[src/smb_pkg.sv]
package smb_pkg;
  localparam logic [3:0] ADDR_PREFIX   = 4'hA;
  localparam logic [7:0] CMD_BLK_WR    = 8'h94;
  localparam logic [7:0] CMD_BLK_RD    = 8'h95;
  localparam logic [7:0] CMD_REBOOT    = 8'h96;
  localparam logic [7:0] CMD_FSTORE    = 8'h97;
  localparam logic [7:0] CMD_EXT_ON    = 8'h98;
  localparam logic [7:0] CMD_EXT_OFF   = 8'h99;
  localparam logic [7:0] CMD_EE_ON     = 8'h9A;
  localparam logic [7:0] CMD_EE_OFF    = 8'h9B;
  localparam logic [7:0] BOOT_FIRST    = 8'h0F;
  localparam logic [7:0] BOOT_LAST     = 8'h7D;
  localparam logic [7:0] CFG_LAST      = 8'h7D;
  localparam logic [7:0] EE_LAST       = 8'hFF;
  localparam logic [7:0] BLK_RD_COUNT  = 8'h10;
  localparam logic [4:0] BLK_WR_MAX    = 5'h10;
  localparam logic [7:0] PTR_RESET     = 8'h00;
  localparam int         SCL_MAX_KHZ   = 400;
  localparam int         MCLK_MHZ      = 50;
  localparam int         SCL_HALF_CYC  = (MCLK_MHZ * 1000) / (2 * SCL_MAX_KHZ);

  typedef enum logic [1:0] {
    SMB_PG_DEF = 2'h0,
    SMB_PG_EXT = 2'h1,
    SMB_PG_EE  = 2'h2
  } smb_page_e;

  typedef enum logic [8:0] {
    SMB_IDLE  = 9'h001,
    SMB_ADDR  = 9'h002,
    SMB_AACK  = 9'h004,
    SMB_RXB   = 9'h008,
    SMB_RACK  = 9'h010,
    SMB_TXB   = 9'h020,
    SMB_TACK  = 9'h040,
    SMB_BOOT  = 9'h080,
    SMB_WAIT  = 9'h100
  } smb_state_e;

  // memory port toward the register file
  typedef struct packed {
    logic      wr;
    logic      rd;
    smb_page_e page;
    logic [7:0] addr;
    logic [7:0] wdata;
  } smb_mem_req_s;

  // link side samples and events
  typedef struct packed {
    logic scl;
    logic sda;
    logic start;
    logic stop;
    logic rise;
    logic fall;
  } smb_link_s;
endpackage : smb_pkg

[src/smb_line_sync.sv]
module smb_line_sync (
  // clock and reset
  input  wire logic         mclk,
  input  wire logic         rst,
  // raw lines
  input  wire logic         scl_in,
  input  wire logic         sda_in,
  // events
  output smb_pkg::smb_link_s link
);
  typedef struct packed {
    logic [1:0] scl_m;
    logic [1:0] sda_m;
    smb_pkg::smb_link_s lk;
  } smb_sync_s;

  smb_sync_s s_q;
  smb_sync_s s_d;

  always_comb begin
    s_d          = s_q;
    s_d.scl_m    = {s_q.scl_m[0], scl_in};
    s_d.sda_m    = {s_q.sda_m[0], sda_in};
    s_d.lk.scl   = s_q.scl_m[1];
    s_d.lk.sda   = s_q.sda_m[1];
    s_d.lk.rise  = s_q.scl_m[1] & ~s_q.lk.scl;
    s_d.lk.fall  = ~s_q.scl_m[1] & s_q.lk.scl;
    s_d.lk.start = s_q.lk.scl & s_q.scl_m[1] & s_q.lk.sda & ~s_q.sda_m[1];
    s_d.lk.stop  = s_q.lk.scl & s_q.scl_m[1] & ~s_q.lk.sda & s_q.sda_m[1];
  end

  always_ff @(posedge mclk) begin
    if (rst) begin
      s_q <= '{scl_m: 2'h3, sda_m: 2'h3, lk: '{scl: 1'b1, sda: 1'b1, start: 1'b0, stop: 1'b0,
               rise: 1'b0, fall: 1'b0}};
    end else begin
      s_q <= s_d;
    end
  end

  assign link = s_q.lk;
endmodule : smb_line_sync

[src/smb_slave_port.sv]
module smb_slave_port #(
  parameter int SYNC_STAGES = 2
) (
  // clock and reset
  input  wire logic                mclk,
  input  wire logic                rst,
  // bus pins
  input  wire logic                scl_in,
  input  wire logic                sda_in,
  output logic                     sda_out,
  output logic                     sda_oe,
  // address select pin states, pre-decoded: gnd, high, scl, sda
  input  wire logic [1:0]          addr_select_pin,
  // status from the rest of the device
  input  wire logic                ee_busy,
  input  wire logic [7:0]          mem_rdata,
  input  wire logic                mem_valid,
  // memory request
  output smb_pkg::smb_mem_req_s    mem_req,
  // command pulses, boot status and pointer
  output logic                     reboot_start,
  output logic                     fault_store,
  output logic                     boot_busy,
  output logic [7:0]               ptr
);
  if (SYNC_STAGES != 2) begin : g_sync_check
    $error("smb_slave_port supports two sync stages only");
  end

  typedef struct packed {
    smb_pkg::smb_state_e st;
    smb_pkg::smb_page_e  page;
    logic [7:0]          sh;
    logic [3:0]          cnt;
    logic                rw;
    logic [7:0]          ptr;
    logic [7:0]          cmd;
    logic                have_cmd;
    logic                blk_wr;
    logic                blk_rd;
    logic [4:0]          blk_left;
    logic                blk_cnt_sent;
    logic                ack;
    logic                sda_low;
    logic [6:0]          addr_sel;
    logic                reboot;
    logic                fstore;
    logic [7:0]          boot_a;
    logic                boot_on;
    logic                tx_cnt;
    logic [1:0]          pin_a;
    logic [1:0]          pin_b;
    smb_pkg::smb_mem_req_s req;
  } smb_port_s;

  smb_pkg::smb_link_s lk;
  smb_port_s s_q;
  smb_port_s s_d;

  smb_line_sync u_sync (
    .mclk   (mclk),
    .rst    (rst),
    .scl_in (scl_in),
    .sda_in (sda_in),
    .link   (lk)
  );

  function automatic logic addr_ok(input smb_pkg::smb_page_e pg, input logic [7:0] a);
    logic ok;
    ok = 1'b0;
    case (pg)
      smb_pkg::SMB_PG_EE:  ok = 1'b1;
      smb_pkg::SMB_PG_DEF: ok = (a <= smb_pkg::CFG_LAST);
      smb_pkg::SMB_PG_EXT: ok = (a <= smb_pkg::CFG_LAST);
      default:             ok = 1'b0;
    endcase
    return ok;
  endfunction : addr_ok

  function automatic logic [7:0] ptr_inc(input smb_pkg::smb_page_e pg, input logic [7:0] a);
    logic [7:0] lim;
    lim = (pg == smb_pkg::SMB_PG_EE) ? smb_pkg::EE_LAST : smb_pkg::CFG_LAST;
    return (a >= lim) ? lim : 8'(a + 8'h01);
  endfunction : ptr_inc

  always_comb begin
    s_d         = s_q;
    s_d.req.wr  = 1'b0;
    s_d.req.rd  = 1'b0;
    s_d.reboot  = 1'b0;
    s_d.fstore  = 1'b0;
    s_d.pin_a   = addr_select_pin;
    s_d.pin_b   = s_q.pin_a;
    case (s_q.st)
      smb_pkg::SMB_IDLE: begin
        s_d.sda_low = 1'b0;
      end
      smb_pkg::SMB_ADDR: begin
        if (lk.rise) begin
          s_d.sh  = {s_q.sh[6:0], lk.sda};
          s_d.cnt = 4'(s_q.cnt + 4'h1);
        end
        if (lk.fall && s_q.cnt == 4'h8) begin
          if (s_q.sh[7:4] == smb_pkg::ADDR_PREFIX && s_q.sh[3:2] == s_q.pin_b) begin
            s_d.rw      = s_q.sh[0];
            s_d.sda_low = 1'b1;
            s_d.st      = smb_pkg::SMB_AACK;
            s_d.req.rd  = s_q.sh[0];
            s_d.req.addr = s_q.ptr;
            s_d.req.page = s_q.page;
          end else begin
            s_d.st = smb_pkg::SMB_WAIT;
          end
        end
      end
      smb_pkg::SMB_AACK: begin
        if (lk.fall) begin
          s_d.cnt = 4'h0;
          if (s_q.rw) begin
            s_d.st  = smb_pkg::SMB_TXB;
            s_d.sh  = (s_q.blk_rd && !s_q.blk_cnt_sent) ? smb_pkg::BLK_RD_COUNT : mem_rdata;
            s_d.blk_cnt_sent = s_q.blk_rd;
            s_d.tx_cnt  = s_q.blk_rd && !s_q.blk_cnt_sent;
            s_d.sda_low = (s_q.blk_rd && !s_q.blk_cnt_sent) ? ~smb_pkg::BLK_RD_COUNT[7] : ~mem_rdata[7];
          end else begin
            s_d.sda_low = 1'b0;
            s_d.st      = smb_pkg::SMB_RXB;
          end
        end
      end
      smb_pkg::SMB_RXB: begin
        if (lk.rise) begin
          s_d.sh  = {s_q.sh[6:0], lk.sda};
          s_d.cnt = 4'(s_q.cnt + 4'h1);
        end
        if (lk.fall && s_q.cnt == 4'h8) begin
          s_d.st  = smb_pkg::SMB_RACK;
          s_d.ack = 1'b1;
          if (!s_q.have_cmd) begin
            s_d.cmd = s_q.sh;
            if (ee_busy || s_q.boot_a != smb_pkg::PTR_RESET) begin
              s_d.ack = 1'b0;
            end else if (s_q.sh == smb_pkg::CMD_BLK_WR || s_q.sh == smb_pkg::CMD_BLK_RD) begin
              s_d.ack = 1'b1;
            end else if (s_q.sh[7:4] == 4'h9 && s_q.sh >= smb_pkg::CMD_REBOOT && s_q.sh <= smb_pkg::CMD_EE_OFF) begin
              s_d.ack = 1'b1;
            end else begin
              s_d.ack = addr_ok(s_q.page, s_q.sh);
            end
          end else if (s_q.blk_wr && s_q.blk_left == 5'h0) begin
            s_d.ack = (s_q.sh != 8'h00) && (s_q.sh <= 8'(smb_pkg::BLK_WR_MAX));
          end
          s_d.sda_low = s_d.ack;
        end
      end
      smb_pkg::SMB_RACK: begin
        if (lk.fall) begin
          s_d.sda_low = 1'b0;
          s_d.cnt     = 4'h0;
          s_d.st      = s_q.ack ? smb_pkg::SMB_RXB : smb_pkg::SMB_WAIT;
          if (s_q.ack && !s_q.have_cmd) begin
            s_d.have_cmd = 1'b1;
            case (s_q.cmd)
              smb_pkg::CMD_BLK_WR:  s_d.blk_wr = 1'b1;
              smb_pkg::CMD_BLK_RD:  s_d.blk_rd = 1'b1;
              smb_pkg::CMD_REBOOT:  begin
                s_d.st     = smb_pkg::SMB_WAIT;
                s_d.boot_a = smb_pkg::BOOT_FIRST;
                s_d.ptr    = smb_pkg::PTR_RESET;
                s_d.reboot = 1'b1;
              end
              smb_pkg::CMD_FSTORE:  s_d.fstore = 1'b1;
              smb_pkg::CMD_EXT_ON:  s_d.page = smb_pkg::SMB_PG_EXT;
              smb_pkg::CMD_EXT_OFF: s_d.page = smb_pkg::SMB_PG_DEF;
              smb_pkg::CMD_EE_ON:   s_d.page = smb_pkg::SMB_PG_EE;
              smb_pkg::CMD_EE_OFF:  s_d.page = smb_pkg::SMB_PG_DEF;
              default:              s_d.ptr = s_q.cmd;
            endcase
          end else if (s_q.ack && s_q.blk_wr && s_q.blk_left == 5'h0) begin
            s_d.blk_left = s_q.sh[4:0];
          end else if (s_q.ack) begin
            s_d.req.wr    = 1'b1;
            s_d.req.addr  = s_q.ptr;
            s_d.req.wdata = s_q.sh;
            s_d.req.page  = s_q.page;
            s_d.ptr       = ptr_inc(s_q.page, s_q.ptr);
            if (s_q.blk_wr) begin
              s_d.blk_left = 5'(s_q.blk_left - 5'h1);
              if (s_q.blk_left == 5'h1) s_d.st = smb_pkg::SMB_WAIT;
            end else begin
              s_d.st = smb_pkg::SMB_WAIT;
            end
          end
        end
      end
      smb_pkg::SMB_TXB: begin
        if (lk.fall) begin
          s_d.cnt = 4'(s_q.cnt + 4'h1);
          if (s_q.cnt == 4'h7) begin
            s_d.sda_low = 1'b0;
            s_d.st      = smb_pkg::SMB_TACK;
            if (!s_q.tx_cnt) begin
              s_d.ptr = ptr_inc(s_q.page, s_q.ptr);
            end
          end else begin
            s_d.sh      = {s_q.sh[6:0], 1'b0};
            s_d.sda_low = ~s_q.sh[6];
          end
        end
      end
      smb_pkg::SMB_TACK: begin
        if (lk.rise) begin
          s_d.ack = ~lk.sda;
          if (!lk.sda) begin
            s_d.req.rd   = 1'b1;
            s_d.req.addr = s_q.ptr;
            s_d.req.page = s_q.page;
          end
        end
        if (lk.fall) begin
          s_d.cnt = 4'h0;
          if (s_q.ack) begin
            s_d.st      = smb_pkg::SMB_TXB;
            s_d.tx_cnt  = 1'b0;
            s_d.sh      = mem_rdata;
            s_d.sda_low = ~mem_rdata[7];
          end else begin
            s_d.st = smb_pkg::SMB_WAIT;
          end
        end
      end
      smb_pkg::SMB_BOOT: begin
        s_d.st = smb_pkg::SMB_IDLE;
      end
      smb_pkg::SMB_WAIT: begin
        s_d.sda_low = 1'b0;
      end
      default: begin
        s_d.st = smb_pkg::SMB_IDLE;
      end
    endcase
    if (s_q.boot_a != smb_pkg::PTR_RESET && mem_valid) begin
      s_d.req.rd   = 1'b1;
      s_d.req.wr   = 1'b0;
      s_d.req.addr = s_q.boot_a;
      s_d.req.page = smb_pkg::SMB_PG_DEF;
      s_d.boot_a   = (s_q.boot_a == smb_pkg::BOOT_LAST) ? smb_pkg::PTR_RESET : 8'(s_q.boot_a + 8'h01);
      if (s_q.boot_a == smb_pkg::BOOT_LAST) s_d.page = smb_pkg::SMB_PG_DEF;
    end
    // stays high through the cycle that carries the last boot read
    s_d.boot_on = (s_q.boot_a != smb_pkg::PTR_RESET);
    if (lk.start) begin
      s_d.st       = smb_pkg::SMB_ADDR;
      s_d.cnt      = 4'h0;
      s_d.sda_low  = 1'b0;
      s_d.have_cmd = s_q.have_cmd & (s_q.blk_rd | s_q.st == smb_pkg::SMB_RXB);
    end else if (lk.stop && s_q.st != smb_pkg::SMB_ADDR) begin
      s_d.st       = smb_pkg::SMB_IDLE;
      s_d.sda_low  = 1'b0;
      s_d.have_cmd = 1'b0;
      s_d.blk_wr   = 1'b0;
      s_d.blk_rd   = 1'b0;
      s_d.blk_cnt_sent = 1'b0;
      s_d.blk_left = 5'h0;
    end else if (lk.stop) begin
      s_d.st      = smb_pkg::SMB_IDLE;
      s_d.sda_low = 1'b0;
    end
  end

  always_ff @(posedge mclk) begin
    if (rst) begin
      s_q        <= '0;
      s_q.st     <= smb_pkg::SMB_IDLE;
      s_q.page   <= smb_pkg::SMB_PG_DEF;
      s_q.ptr    <= smb_pkg::PTR_RESET;
      s_q.boot_a <= smb_pkg::BOOT_FIRST;
      s_q.boot_on <= 1'b1;
    end else begin
      s_q <= s_d;
    end
  end

  // outputs from flip-flops, sda_out tied to 0; sda only pulls low
  assign sda_out      = 1'b0;
  assign sda_oe       = s_q.sda_low;
  assign mem_req      = s_q.req;
  assign reboot_start = s_q.reboot;
  assign fault_store  = s_q.fstore;
  assign boot_busy    = s_q.boot_on;
  assign ptr          = s_q.ptr;
endmodule : smb_slave_port

[config.mk]
export PLATFORM = sky130hd
export DESIGN_NAME = smb_slave_port
export DESIGN_NICKNAME = d
export VERILOG_FILES = /design/src/smb_pkg.sv /design/src/smb_line_sync.sv /design/src/smb_slave_port.sv
export SDC_FILE = /design/constraint.sdc
export NUM_CORES = 1
export LEC_CHECK = 0
export ABC_AREA = 1
export ABC_CLOCK_PERIOD_IN_PS = 5200
export BUFFER_PORTS_ARGS = -buffer_cell sky130_fd_sc_hd__buf_4
export CAP_MARGIN = 30
export CORE_UTILIZATION = 50
export DETAILED_ROUTE_END_ITERATION = 12
export HOLD_SLACK_MARGIN = 0.05
export PLACE_DENSITY_LB_ADDON = 0.08
export SETUP_SLACK_MARGIN = 0.02
export SLEW_MARGIN = 40
export SYNTH_ARGS = -nofsm -noshare
export SYNTH_HDL_FRONTEND = slang
export SYNTH_SLANG_ARGS = --single-unit
[constraint.sdc]
create_clock -name mclk -period 5.2 [get_ports mclk]
set_clock_uncertainty 0.1 [all_clocks]
set_input_delay 0.78 -clock mclk [delete_from_list [all_inputs] [get_ports mclk]]
set_output_delay 0.78 -clock mclk [all_outputs]
set_load 0.03 [all_outputs]
=== Word-level counts from Yosys, hierarchy flattened ===
Index checks and enable logic that the tools add are counted.

* Register bits after elaboration: 97
* Input port bits: 16
* Word-level logic and storage cells: 298

* Add/sub/neg operators: 4
* $lt $le $gt $ge: 5
* Eq/ne operators: 65
* Multiplexer cells: 108
* Bitwise logic cells: 21
* Reduce and logical (&&, ||, !) cells: 60

{| class="wikitable"
|+ Operators by type and width
! operator !! number
|-
| 8-bit 2-to-1 mux || 22
|-
| 9-bit 2-to-1 mux || 16
|-
| 8-bit == test (second input constant) || 10
|-
| 18-bit 2-to-1 mux || 4
|-
| 11-bit 2-to-1 mux || 6
|-
| 9-bit one-hot mux with 7 select lines || 1
|-
| 12-bit 2-to-1 mux || 4
|-
| 8-bit one-hot mux with 2 select lines || 2
|-
| 8-bit one-hot mux with 4 select lines || 1
|-
| 8-bit AND reduction || 4
|-
| 10-bit one-hot mux with 3 select lines || 1
|-
| 1-bit 2-to-1 mux || 29
|-
| 3-bit != test (second input constant) || 9
|-
| 9-bit AND reduction || 3
|-
| 5-bit by 2-bit != test with 1-bit output (second input constant) || 5
|-
| 2-bit != test (second input constant) || 12
|-
| 5-bit 2-to-1 mux || 4
|-
| 4-bit one-hot mux with 5 select lines || 1
|-
| 8-bit by 1-bit adder with 8-bit output (second input constant) || 2
|-
| 2-bit 2-to-1 mux || 8
|-
| 8-bit nonzero test || 2
|-
| 2-bit nonzero test || 7
|-
| 4-bit == test (second input constant) || 3
|-
| 1-bit logical AND || 12
|-
| other kinds (51) || 95
|}

=== Longest topological paths before layout ===
Gate-level depths: netlist of the first run.

* Depth after elaboration: 11
* Depth in mapped cells: 13
* Mapped depth without buffers: 13

=== Hierarchy ===
Synthesis of the first run repeated with hierarchy kept, for this count alone.

* Cells, all modules: 879
* Area, all modules: 5,774.3 sq um

{| class="wikitable"
|+ Modules (own cells, without submodules)
! module !! instances !! cells an instance !! area each (sq um) !! seq. area each (sq um)
|-
| smb_slave_port || 1 || 851 || 5,492.8 || 1,721.7
|-
| smb_line_sync || 1 || 28 || 281.5 || 200.2
|}

=== Least setup slack after synthesis of the first run ===
No wires, ideal clock.

* Kind: input -> register
* Start: input rst
* End: register s_q[49] in the netlist's numbering
* Data arrival time: 1.740 ns
* Path slack: 3.245 ns
* Stages: 6
* Path buffers: 2
* Cell sequence: clkbuf_1 -> inv_1 -> clkbuf_1 -> o21ai_1 -> o21bai_1 -> nor2_1

{| class="wikitable"
|+ RTL lines
! what !! RTL line !! RTL
|-
| start: declaration || smb_slave_port.sv:6 || <nowiki>input wire logic rst,</nowiki>
|-
| end: declaration || smb_slave_port.sv:57 || <nowiki>smb_port_s s_q;</nowiki>
|}

=== Worst setup path in the final report of the first run ===
* Start: register s_q[27] in the netlist's numbering
* End: register s_q[27] in the netlist's numbering

* Cells in the longest elaborated chain, start to end: 4
* Elaborated cells on any way between the ends: 11

{| class="wikitable"
|+ RTL lines
! what
|-
| branches (longest 4 deep; another with 8-bit by 1-bit adder with 8-bit output)
|}

Parallel ways; which one is timed is not known.
A chain may end at the register's enable or synchronous reset.

==> summary.md, run 1 <==
| Metric | Value |
|---|---|
| Worst Tran Pin Value | 0.789 ns |
| Seq/Total Area, Yosys | 33.7% |
| Die height | 109 um |
| Worst Slack Setup Final | 2.60 ns |
| CP max FO | 18 |
| Power share of the clock group | 33.0% |
| CTS tree | yes |
| Internal power | 1.40 mW |
| Share of the synthesized area in the top cell type | 33.7% |
| Crit path launch | s_q[27]$_SDFFE_PP1P_ |
| Chip width | 109 um |
| Crit path time final | 2.60 ns |
| Die area | 0.0118 mm^2 |
| Unrepaired setup endpoints after global routing | no |
| Comb power frac | 28.0% |
| Worst-path cell chain | inv_1 -> ha_1 -> nand3_1 -> o21ai_2 -> inv_2 -> nor2_2 -> nor2_2 -> o21ai_1 -> nand3_1 |
| Clock-pin slew on the worst setup and hold paths | 0.07 ns |
| Initial Utilization | 51.9% |
| Final ANT Viol Nets | 0 |
| CTS root buffer | clkbuf_16 |
| DRT Wirelength | 15600 um |
| Sink Count | 96 |
| Dpl ws | 2.63 ns |
| Delay-heaviest family, CP | compound AO/OA/AOI/OAI gates |
| Fill cells | 1088 |
| Fin cells | 1016 |
| FF-to-FF Start | s_q[27]$_SDFFE_PP1P_ |
| Max-slew headroom | 47.4% |
| Yosys top cell by area | dfxtp_1 |
| Critical Path Stages | 9 |
| Cells resized by post-CTS repair | 0 |
| Global-route wire length before repair | 25100 um |
| Vias per cell | 5.43 |
| Final worst-path cycle share | 49.9% |
| Seq pwr share | 38.9% |
| DRT Pass-1 Iters | 5 |
| Num ports | 49 |
| Leakage Power | 2.90 nW |
| Worst reg2reg endpoint | s_q[27]$_SDFFE_PP1P_ |
| Buffers & Inverters on Critical Path | 2 |
| Cts bufs inserted | 9 |
| Outcome | completed |
| Sw Pwr | 763 uW |
| Slew Limit Fails | 0 |
| Reg2Reg Depth | 9 |
| Switching share of power | 35.3% |
| DRC | 0 |
| Total GRT Usage | 27.8% |
| Max-Cap Viols | 0 |
| Type of origin of the critical path | flop |
| Post-Place Cells | 1001 |
| Clock buffer depth | 2 |
| Syn_nets | 883 |
| Kind of end point of the critical path | flop |
| Routed len/inst | 15.3 um |
| Ant. Diodes | 0 |
| Core Footprint | 0.0110 mm^2 |
| Netlist cell types | 43 |
| Postcts setup bufs | 0 |
| H-tree depth | 3 |
| Largest net degree at the start of global routing | 36 |
| Rows | 38 |
| Worst Path Arrival | 2.73 ns |
| Clock Latency Late Sink | 0.35 ns |
| Critical path class | reg2reg |
| Worst Hold Class | reg2reg |
| Fraction of layout cells with a size suffix above 1 | 13.2% |
| Cell count after synthesis | 856 |
| Power Dens Cells | 346 mW/mm^2 |
| Vias | 5517 |
| Power, Total | 2.16 mW |
| Nets | 899 |
| R2r setup slk | 2.60 ns |
| Maximum VDD drop | 0.187 mV |
| Critical Path Slowest Stage Cell | o21ai_2 |
| Flops & latches, synth | 96 |
| Initial DRC Count | 422 |
| Syn avg cell area | 6.66 um^2 |
| Cts hold-fix bufs | 0 |
| Post-DP HPWL | 12000 um |
| Crit path largest cell delay | 0.66 ns |
| Congestion Overflow GR | 0 |
| Vias in the first global route | 4960 |
| Critical Path RT | 5.33 ns |
| Synthesized area | 0.00570 mm^2 |
| Area growth from synthesis to layout | 9.70% |
| FMAX | 385 MHz |
| Final setup viols | 0 |
| Port Buf Inserts | 47 |
| GPL Wtd Cong | 0.926 |
| Fin. Hold Viols | 0 |
| Largest cells by area after synthesis | dfxtp_1 34%, nand2_1 14%, nor2_1 8.3% |
| Initial antenna violation count | 0 |
| Yosys warns | 0 |
| Critical path destination | s_q[27]$_SDFFE_PP1P_ |
| Setup TNS | 0 ns |
through the flow:
stage                     area [um^2]  hold slack [ns]  util, %
after floorplan                  5700            0.288        -
after global placement           5940            0.292     54.1
after detailed placement         5940            0.299     54.1
after CTS                        6250            0.314     56.9
after global routing             6250            0.332     56.9
final                            6250            0.310     56.9
per-layer routing:
metal / share of wire, % / wire length, um / global-route usage [%] / vias to the layer above
met5: 0 / 0 / 0 / -
met3: 6.1 / 956 / 5.14 / 34
met4: 3.0 / 470 / 12.2 / 0
met2: 47 / 7310 / 45.3 / 175
met1: 44 / 6860 / 35.8 / 2533
li1: - / - / - / 2775
worst min path at each step:
stage	startpoint	cells past startpoint	to	slack (ns)
after floorplan	s_d[20]$_SDFF_PP0_	2	s_q[20]$_SDFF_PP0_	0.29
after CTS	s_d[20]$_SDFF_PP0_	2	s_q[20]$_SDFF_PP0_	0.31
after detailed placement	u_sync.s_d[7]$_SDFF_PP1_	1	u_sync.s_d[4]$_SDFF_PP1_	0.30
after global placement	u_sync.s_d[7]$_SDFF_PP1_	1	u_sync.s_d[4]$_SDFF_PP1_	0.29
after global routing	u_sync.s_d[9]$_SDFF_PP1_	1	u_sync.s_d[5]$_SDFF_PP1_	0.33
final	s_d[20]$_SDFF_PP0_	2	s_q[20]$_SDFF_PP0_	0.31
placed cells by master (no fill, tap or decap), types with 2 or more instances in the layout:
cell type / n
o22ai_1: 4
o211ai_1: 9
nand2_1: 214
or2_2: 4
nor2_4: 6
inv_1: 83
clkinv_2: 2
buf_4: 48
o21ai_1: 8
o21ai_0: 35
nor2_2: 9
clkbuf_16: 9
inv_2: 5
o21bai_1: 2
nand2_2: 9
xnor2_1: 3
nand4_1: 11
ha_1: 11
dfxtp_1: 96
nand3_2: 4
nand3b_1: 9
a31oi_1: 4
nor3_1: 12
xor2_1: 10
a21oi_1: 49
nand2_4: 4
bufinv_16: 2
o21ai_2: 3
nor2_8: 2
nor4_1: 3
nand3_1: 63
nor2_1: 126
a211oi_1: 4
sequential cells by signal, summed over array words and instances (netlist names), 2 cells and up:
| register | flops |
|---|---|
| mem_req | 20 |
| s_q | 52 |
| s_d | 2 |
| u_sync.link | 6 |
| u_sync.s_d | 4 |
| ptr | 8 |
cell families after synthesis:
kind of cell,count (synthesis),synth area share [%]
DFF,96,33.7
and+or+nand+nor,481,38.7
AOI/OAI and AO/OA,120,11.8
adders and majority gates,11,2.41
buffers and inverters,134,11.3
other,1,0.0658
xor gates and xnor gates,13,2.00
cells in the mapped netlist (all sizes together):
cell type,count
nand2,228
conb,1
o21bai,2
nor2,143
ha,11
nand3,68
o211ai,9
buf,35
a31oi,4
nor3,14
nand3b,9
a21oi,50
nand4,12
xnor2,3
o22ai,4
o21ai,46
xor2,10
nor4,3
clkbuf,8
inv,89
a211oi,4
clkinv,2
dfxtp,96
a22oi,1
or2,4
worst reg2reg max path, cell delays in order (launching register included):
cell and delay [ns]:
dfxtp_1 0.37, inv_1 0.10, ha_1 0.17, nand3_1 0.13
o21ai_2 0.66, inv_2 0.24, nor2_2 0.43, nor2_2 0.10
o21ai_1 0.10, nand3_1 0.08
power by group through the flow:
stage	logic, mW	clock network (mW)	registers [mW]
after floorplan	0.483	0	0.846
after global placement	0.592	0	0.857
after detailed placement	0.599	0	0.858
after CTS	0.601	0.728	0.841
after global routing	0.682	0.765	0.849
final	0.607	0.715	0.842
cell type report:
type	instances	area [um^2]	share of cell area, %
Multi-Input combinational cell	626	3140	50.2
Clock inverter	5	81.3	1.30
Timing Repair Buffer	48	360	5.76
Tap cell	140	175	2.80
Inverter	91	345	5.52
Sequential cell	96	1920	30.7
Clock buffer	10	229	3.66
Note: power is estimated with default switching activity, not from simulation.
==> run 2, diff against run 1 <==
--- a/config.mk
+++ b/config.mk
@@ -6,7 +6,7 @@
 export NUM_CORES = 1
 export LEC_CHECK = 0
 export ABC_AREA = 1
-export ABC_CLOCK_PERIOD_IN_PS = 5200
+export ABC_CLOCK_PERIOD_IN_PS = 2600
 export BUFFER_PORTS_ARGS = -buffer_cell sky130_fd_sc_hd__buf_4
 export CAP_MARGIN = 30
 export CORE_UTILIZATION = 50
==> constraint.sdc (replaced) <==
create_clock -name mclk -period 2.6 [get_ports mclk]
set_clock_uncertainty 0.1 [all_clocks]
set_input_delay 0.39 -clock mclk [delete_from_list [all_inputs] [get_ports mclk]]
set_output_delay 0.39 -clock mclk [all_outputs]
set_load 0.03 [all_outputs]
==> run 2 against run 1 <==
Compared with the run above:
- first-iteration DRC count decreased by 13%
- wire length decreased by 0.12%
- combinational power up 100%
- fmax rose by 18%
- final cell count rose by 0.59%
- flip-flop and latch count stayed put
- non-clock buffer count rose by 5
- count of clock-buffer cells in the layout stayed put
- critical endpoint is now mem_req[10]$_SDFFE_PP0P_
- largest power group unchanged
==> summary.md, run 2 (synthesis gave the netlist of run 1 again) <==
| Metric | Value |
|---|---|
| Hold WS | 0.114 ns (-0.197 ns) |
| CP max FO | 12 (-6) |
| Clock Latency Late Sink | 0.36 ns (about the same) |
| Port Buf Inserts | 47 (unchanged) |
| Number of flip-flops in the largest register | 52 (unchanged) |
| Outcome | completed |
| Post-DP HPWL | 11900 um (-0.82%) |
| Final ANT Viol Nets | 0 (unchanged) |
| Fin. Hold Viols | 0 (unchanged) |
| Routed len/inst | 15.2 um (-0.70%) |
| Vias | 5502 (-0.27%) |
| Unrepaired setup endpoints after global routing | no |
| Critical Path Stages | 11 (+2) |
| Die height | 109 um (unchanged) |
| Largest Register | s_q |
| CP most frequent cell | nand2_1 |
| CTS tree | yes |
| Initial Utilization | 51.9% (unchanged) |
| Setup TNS | 0 ns (unchanged) |
| Type of origin of the critical path | flop |
| DRC | 0 (unchanged) |
| Nets | 904 (+0.56%) |
| Vias in the first global route | 4985 (+0.50%) |
| FF-to-FF Start | s_q[78]$_SDFFE_PP0P_ |
| Kind of end point of the critical path | flop |
| Sw Pwr | 1.58 mW (+110%) |
| Crit path time final | 2.19 ns (-0.403 ns) |
| Buffers & Inverters on Critical Path | 1 (-1) |
| Comb power frac | 27.7% (-0.3 points) |
| CTS root buffer | clkbuf_16 |
| Crit path launch | s_q[78]$_SDFFE_PP0P_ |
| Max-slew headroom | 45.5% (-1.8 points) |
| Largest net degree at the start of global routing | 39 (+8.3%) |
| Most frequent cells in the layout | 214 x nand2_1, 126 x nor2_1, 96 x dfxtp_1 |
| Chip width | 109 um (unchanged) |
| Slew Limit Fails | 0 (unchanged) |
| Postcts setup bufs | 0 (unchanged) |
| Critical path destination | mem_req[10]$_SDFFE_PP0P_ |
| DRT Pass-1 Iters | 5 (unchanged) |
| Critical Path RT | 2.75 ns (-2.58 ns) |
| Worst Tran Pin Value | 0.811 ns (+0.0222 ns) |
| Delay-heaviest family, CP | simple AND/OR/NAND/NOR gates |
| Critical path class | reg2reg |
| Global-route wire length before repair | 24700 um (-1.9%) |
| Initial antenna violation count | 0 (unchanged) |
| Area growth from synthesis to layout | 10.7% |
| Clock buffer depth | 2 (unchanged) |
| Rows | 38 (unchanged) |
| Worst-path cell chain | inv_1 -> nand2_1 -> nand2_1 -> nor2_1 -> nand2_1 -> o21ai_1 -> nand3_2 -> nand2_2 -> nand2_1 -> nor2_1 -> nor2_1 |
| Power share of the clock group | 34.4% (+1.4 points) |
| Seq pwr share | 37.9% (-1.0 points) |
| Ant. Diodes | 0 (unchanged) |
| H-tree depth | 3 (unchanged) |
| FMAX | 456 MHz (+18%) |
| Sink Count | 96 (unchanged) |
| Congestion Overflow GR | 0 (unchanged) |
| Maximum VDD drop | 0.425 mV (+130%) |
| Final worst-path cycle share | 84.4% (+34 points) |
| Vias per cell | 5.38 (-0.86%) |
| Total GRT Usage | 27.2% (-0.63 points) |
| Worst Path Arrival | 2.34 ns (-0.39 ns) |
| Internal power | 2.85 mW (+100%) |
| Cts bufs inserted | 9 (unchanged) |
| Clock-pin slew on the worst setup and hold paths | 0.07 ns (about the same) |
| Switching share of power | 35.6% (+0.37 points) |
| DRT Wirelength | 15600 um (-0.12%) |
| Leakage Power | 2.94 nW (+1.5%) |
| Final setup viols | 0 (unchanged) |
| Max-Cap Viols | 0 (unchanged) |
| Die area | 0.0118 mm^2 (unchanged) |
| Worst Hold Class | in2reg |
| R2r setup slk | 0.41 ns (-2.20 ns) |
| Crit path largest cell delay | 0.45 ns (-0.21 ns) |
| Worst reg2reg endpoint | mem_req[10]$_SDFFE_PP0P_ |
| Initial DRC Count | 369 (-13%) |
| Critical Path Slowest Stage Cell | dfxtp_1 |
| Fraction of layout cells with a size suffix above 1 | 13.9% (+0.70 points) |
| Core Footprint | 0.0110 mm^2 (unchanged) |
| GPL Wtd Cong | 0.945 (+2.1%) |
| Most common cell after layout, fill and taps aside | nand2_1 |
| Cells resized by post-CTS repair | 0 (unchanged) |
| Cts hold-fix bufs | 0 (unchanged) |
| Num ports | 49 (unchanged) |
| Reg2Reg Depth | 11 (+2) |
| Power Dens Cells | 702 mW/mm^2 (+100%) |
run 2: layer usage:
layer	up-vias	global-route usage (%)	part of all wire, %
li1	2775	-	-
met1	2538	35.5	44
met2	158	44.9	48
met3	31	4.12	5.8
met4	0	10.5	2.0
met5	-	0	0
run 2: cell type report:
cell class | instances | area, um^2
fillers | 1072 | 4670
multi-input cells | 626 | 3140
flip-flops and latches | 96 | 1920
repair buffers | 53 | 398
inverters | 91 | 345
clock buffers | 10 | 239
well taps | 140 | 175
clock inverters | 6 | 97.6
run 2: worst reg2reg max path, delay by kind of cell, from the launching register on:
family | cells | cell delay (ns)
buf+inv | 1 | 0.17
compound gates | 1 | 0.23
simple gates | 9 | 1.14
flops | 1 | 0.45
run 2: worst min path at each step:
stage | start | to | slack, ns | depth (start not counted)
2_1_floorplan | s_d[20]$_SDFF_PP0_ | s_q[20]$_SDFF_PP0_ | 0.29 | 2
4_1_cts | sda_in | u_sync.s_d[7]$_SDFF_PP1_ | 0.11 | 2
3_5_place_dp | u_sync.s_d[9]$_SDFF_PP1_ | u_sync.s_d[5]$_SDFF_PP1_ | 0.30 | 1
6_report | sda_in | u_sync.s_d[7]$_SDFF_PP1_ | 0.11 | 2
3_3_place_gp | u_sync.s_d[7]$_SDFF_PP1_ | u_sync.s_d[4]$_SDFF_PP1_ | 0.29 | 1
5_1_grt | scl_in | u_sync.s_d[9]$_SDFF_PP1_ | 0.11 | 2
run 2: power groups by stage:
stage          Combinational (mW)  Sequential, mW  Clock, mW
2_1_floorplan               0.965            1.69          0
4_1_cts                      1.22            1.68       1.54
6_report                     1.23            1.68       1.53
5_1_grt                      1.38            1.69       1.61
3_3_place_gp                 1.20            1.71          0
3_5_place_dp                 1.21            1.71          0
run 2: stage by stage:
step           cells  cell area (um^2)  total power, mW  setup slack, ns  util, %
5_1_grt         1022              6310             4.68            0.220     57.5
2_1_floorplan    856              5700             2.66            0.788        -
6_report        1022              6310             4.43            0.406     57.5
3_5_place_dp    1006              5980             2.92            0.432     54.4
4_1_cts         1022              6310             4.44            0.413     57.5
3_3_place_gp    1006              5980             2.92            0.449     54.4
==> run 3, diff against run 2 <==
--- a/config.mk
+++ b/config.mk
@@ -5,8 +5,8 @@
 export SDC_FILE = /design/constraint.sdc
 export NUM_CORES = 1
 export LEC_CHECK = 0
-export ABC_AREA = 1
-export ABC_CLOCK_PERIOD_IN_PS = 2600
+export ABC_AREA = 0
+export ABC_CLOCK_PERIOD_IN_PS = 1900
 export BUFFER_PORTS_ARGS = -buffer_cell sky130_fd_sc_hd__buf_4
 export CAP_MARGIN = 30
 export CORE_UTILIZATION = 50
==> constraint.sdc (replaced) <==
create_clock -name mclk -period 1.9 [get_ports mclk]
set_clock_uncertainty 0.1 [all_clocks]
set_input_delay 0.285 -clock mclk [delete_from_list [all_inputs] [get_ports mclk]]
set_output_delay 0.285 -clock mclk [all_outputs]
set_load 0.03 [all_outputs]
==> run 3 against run 2 <==
Compared with the run above:
- the run now ends with negative setup slack left
- via count rose by 3.6%
- first-iteration DRC count fell by 5.1%
- register-to-register slack got worse by 0.89 ns
- clock power fell by 9%
- utilization rose by 20 points
- total power fell by 8.3%
- combinational power fell by 51%
- worst setup slack got worse by 0.89 ns
- synthesized cell count fell by 24%
- critical endpoint is now s_q[74]$_SDFFE_PP0P_
- largest cell class unchanged
- highest routed layer unchanged
==> summary.md, run 3 <==
| Metric | Value |
|---|---|
| Most frequent cells in the layout | 186 x buf_4, 85 x dfxtp_1, 53 x nor2_1 |
| Routed len/inst | 18.9 um (+24%) |
| Core Footprint | 0.0104 mm^2 (-5.6%) |
| Yosys top cell by area | dfxtp_1 |
| Post-Layout Inst Area | 0.00801 mm^2 (+27%) |
| Post-DP HPWL | 11900 um (-0.10%) |
| Area occupied by multi-input gates | 0.00379 mm^2 (+21%) |
| Cts bufs inserted | 9 (unchanged) |
| Clock-pin slew on the worst setup and hold paths | 0.10 ns (+0.03 ns) |
| Type of origin of the critical path | flop |
| Vias per cell | 5.98 (+11%) |
| Unrepaired setup endpoints after global routing | yes |
| Initial antenna violation count | 0 (unchanged) |
| GPL Wtd Cong | 0.956 (+1.2%) |
| Sink Count | 96 (unchanged) |
| Port Buf Inserts | 47 (unchanged) |
| Ant. Diodes | 0 (unchanged) |
| Sequential cell area | 0.00195 mm^2 (+1.2%) |
| CTS tree | yes |
| Clock Latency Late Sink | 0.39 ns (+0.03 ns) |
| Dpl ws | -0.542 ns (-0.975 ns) |
| Cell with the most instances after synthesis | dfxtp_1 |
| Outcome | finished, violations left |
| Synthesized area | 0.00539 mm^2 (-5.6%) |
| Post-synth EDFFs | 0 (unchanged) |
| CP max FO | 5 (-7) |
| Ys async rst share | 0% (unchanged) |
| Syn avg cell area | 8.32 um^2 (+25%) |
| Largest net degree at the start of global routing | 74 (+90%) |
| Flops & latches, synth | 96 (unchanged) |
| Fill cells | 720 (-33%) |
| Cell count after synthesis | 647 (-24%) |
| Nets | 839 (-7.2%) |
| H-tree depth | 3 (unchanged) |
| Share of the synthesized area in the top cell type | 35.7% (+2.0 points) |
| Failing checks | negative setup slack |
| Kind of end point of the critical path | flop |
| Worst Hold Class | in2reg |
| Leakage Power | 3.24 nW (+10%) |
| Total GRT Usage | 30.4% (+3.2 points) |
| Placed inst area | 0.00676 mm^2 (+13%) |
| Largest Register | s_q |
| Slew Limit Fails | 0 (unchanged) |
| Rows | 37 (-2.6%) |
| FMAX | 420 MHz (-7.9%) |
| Largest cells by area after synthesis | dfxtp_1 36%, nor2_1 4.5%, mux2i_1 4.3% |
| Final setup viols | 80 (+80) |
| Max-slew headroom | 57.5% (+12 points) |
| Worst Path Arrival | 2.61 ns (+0.27 ns) |
| Vias | 5700 (+3.6%) |
| Final ANT Viol Nets | 0 (unchanged) |
| Maximum VDD drop | 0.526 mV (+24%) |
| Ys flop type | dfxtp_1 |
| Most common cell after layout, fill and taps aside | buf_4 |
| Die height | 106 um (-2.8%) |
| Die area | 0.0112 mm^2 (-5.4%) |
| Top cells by count, synth | 96 x dfxtp_1, 65 x nor2_1, 44 x nand2_1 |
| Final worst-path cycle share | 125% (+41 points) |
| Num ports | 49 (unchanged) |
| Critical Path RT | 2.12 ns (-0.63 ns) |
| Congestion Overflow GR | 0 (unchanged) |
| Critical path class | reg2reg |
| Area growth from synthesis to layout | 48.8% |
| Worst Slack Setup Final | -0.482 ns (-0.889 ns) |
| Number of flip-flops in the largest register | 52 (unchanged) |
| Initial Utilization | 51.9% (about the same) |
| Seq/Total Area, Yosys | 35.7% (+2.0 points) |
| Max-Cap Viols | 0 (unchanged) |
| Power Dens Cells | 507 mW/mm^2 (-28%) |
| DRT Wirelength | 18000 um (+15%) |
| Yosys warns | 0 (unchanged) |
| Worst Tran Pin Value | 0.634 ns (-0.177 ns) |
| Vias in the first global route | 5396 (+8.2%) |
| Netlist cell types | 77 (+79%) |
| Syn_nets | 674 (-24%) |
| CTS root buffer | clkbuf_8 |
| Clock buffer depth | 2 (unchanged) |
| DRT Pass-1 Iters | 5 (unchanged) |
| DRC | 0 (unchanged) |
| Chip width | 106 um (-2.8%) |
| Fraction of layout cells with a size suffix above 1 | 47.2% (+33 points) |
| Fin. Hold Viols | 0 (unchanged) |
| Global-route wire length before repair | 26600 um (+7.9%) |
| Crit path time final | 2.38 ns (+0.189 ns) |
| Initial DRC Count | 350 (-5.1%) |
## run 3: cell count changes in the layout (fill, tap and decap cells not counted), moves of 15 or more
cell / delta
a21oi_2: +15
buf_6: +25
nor2_1: -73
buf_4: +133
inv_1: -70
a21oi_1: -37
mux2i_1: +23
o21ai_0: -15
nand2_1: -175
nand3_1: -39
## run 3: worst paths after layout
path              slack [ns]                  endpoint  depth (start not counted)                startpoint
setup / recovery       -0.48      s_q[74]$_SDFFE_PP0P_                          8      s_q[91]$_SDFFE_PP0P_
hold / removal          0.09      s_q[80]$_SDFFE_PP0P_                          3              mem_rdata[5]
setup reg to reg       -0.48      s_q[74]$_SDFFE_PP0P_                          8      s_q[91]$_SDFFE_PP0P_
hold reg to reg         0.32  u_sync.s_d[4]$_SDFF_PP1_                          1  u_sync.s_d[7]$_SDFF_PP1_
## run 3: repair_timing
action	4_1_cts	5_1_grt
endpoints found under the setup margin	80	81
endpoints found under the hold margin	5	0
buffers inserted	6	16
pin swaps	32	40
gates resized for setup	93	100
hold buffers	5	0
cloned	3	2
## run 3: per-layer routing
layer	up-vias	share of wire [%]	global-route usage, %
li1	2676	-	-
met5	-	0	0
met3	50	6.1	5.88
met1	2748	42	37.9
met4	0	3.2	12.2
met2	226	49	51.4
## run 3: final cells by class
cell class	count	area share, %
Timing Repair Buffer	222	23.1
Tap cell	136	2.12
Multi-Input combinational cell	466	47.3
Clock inverter	6	0.859
Clock buffer	10	1.59
Sequential cell	96	24.3
Inverter	17	0.796
## run 3: cells by family (layout without fill, tap and decap cells)
| kind of cell | Yosys count | after routing | share of synthesized area (%) |
|---|---|---|---|
| fa+ha+maj | 11 | 11 | 2.56 |
| xor+xnor | 8 | 8 | 1.30 |
| buf+inv | 88 | 255 | 8.90 |
| simple gates | 278 | 279 | 27.9 |
| flops | 96 | 96 | 35.7 |
| other cells | 1 | 1 | 0.0696 |
| mux | 24 | 24 | 4.48 |
| compound gates | 141 | 143 | 19.1 |
## run 3: where the power goes
part	internal (mW)	switching, mW	total, mW
clock	0.613	0.773	1.39
sequential	2.05	0.0293	2.08
combinational	0.296	0.307	0.602
total	2.96	1.11	4.07
## run 3: critical path, stage by stage, from the launching register on
cell	delay [ns]
dfxtp_2	0.38
buf_4	0.16
nor4b_2	0.38
buf_4	0.20
nand2_1	0.08
o311a_1	0.20
o21bai_4	0.22
or4_1	0.43
a21boi_2	0.16
## run 3: stage by stage
step / utilization [%] / TNS [ns] / hold slack, ns / std cells / total power, mW
final: 77.3 / -23.74 / 0.0862 / 953 / 4.07
after global routing: 77.3 / -29.75 / 0.0920 / 953 / 4.20
after CTS: 72.2 / -19.39 / 0.0770 / 940 / 3.99
after detailed placement: 65.2 / -25.34 / 0.297 / 910 / 2.57
after global placement: 65.2 / -21.23 / 0.291 / 910 / 2.56
after floorplan: - / -24.15 / 0.289 / 647 / 2.40
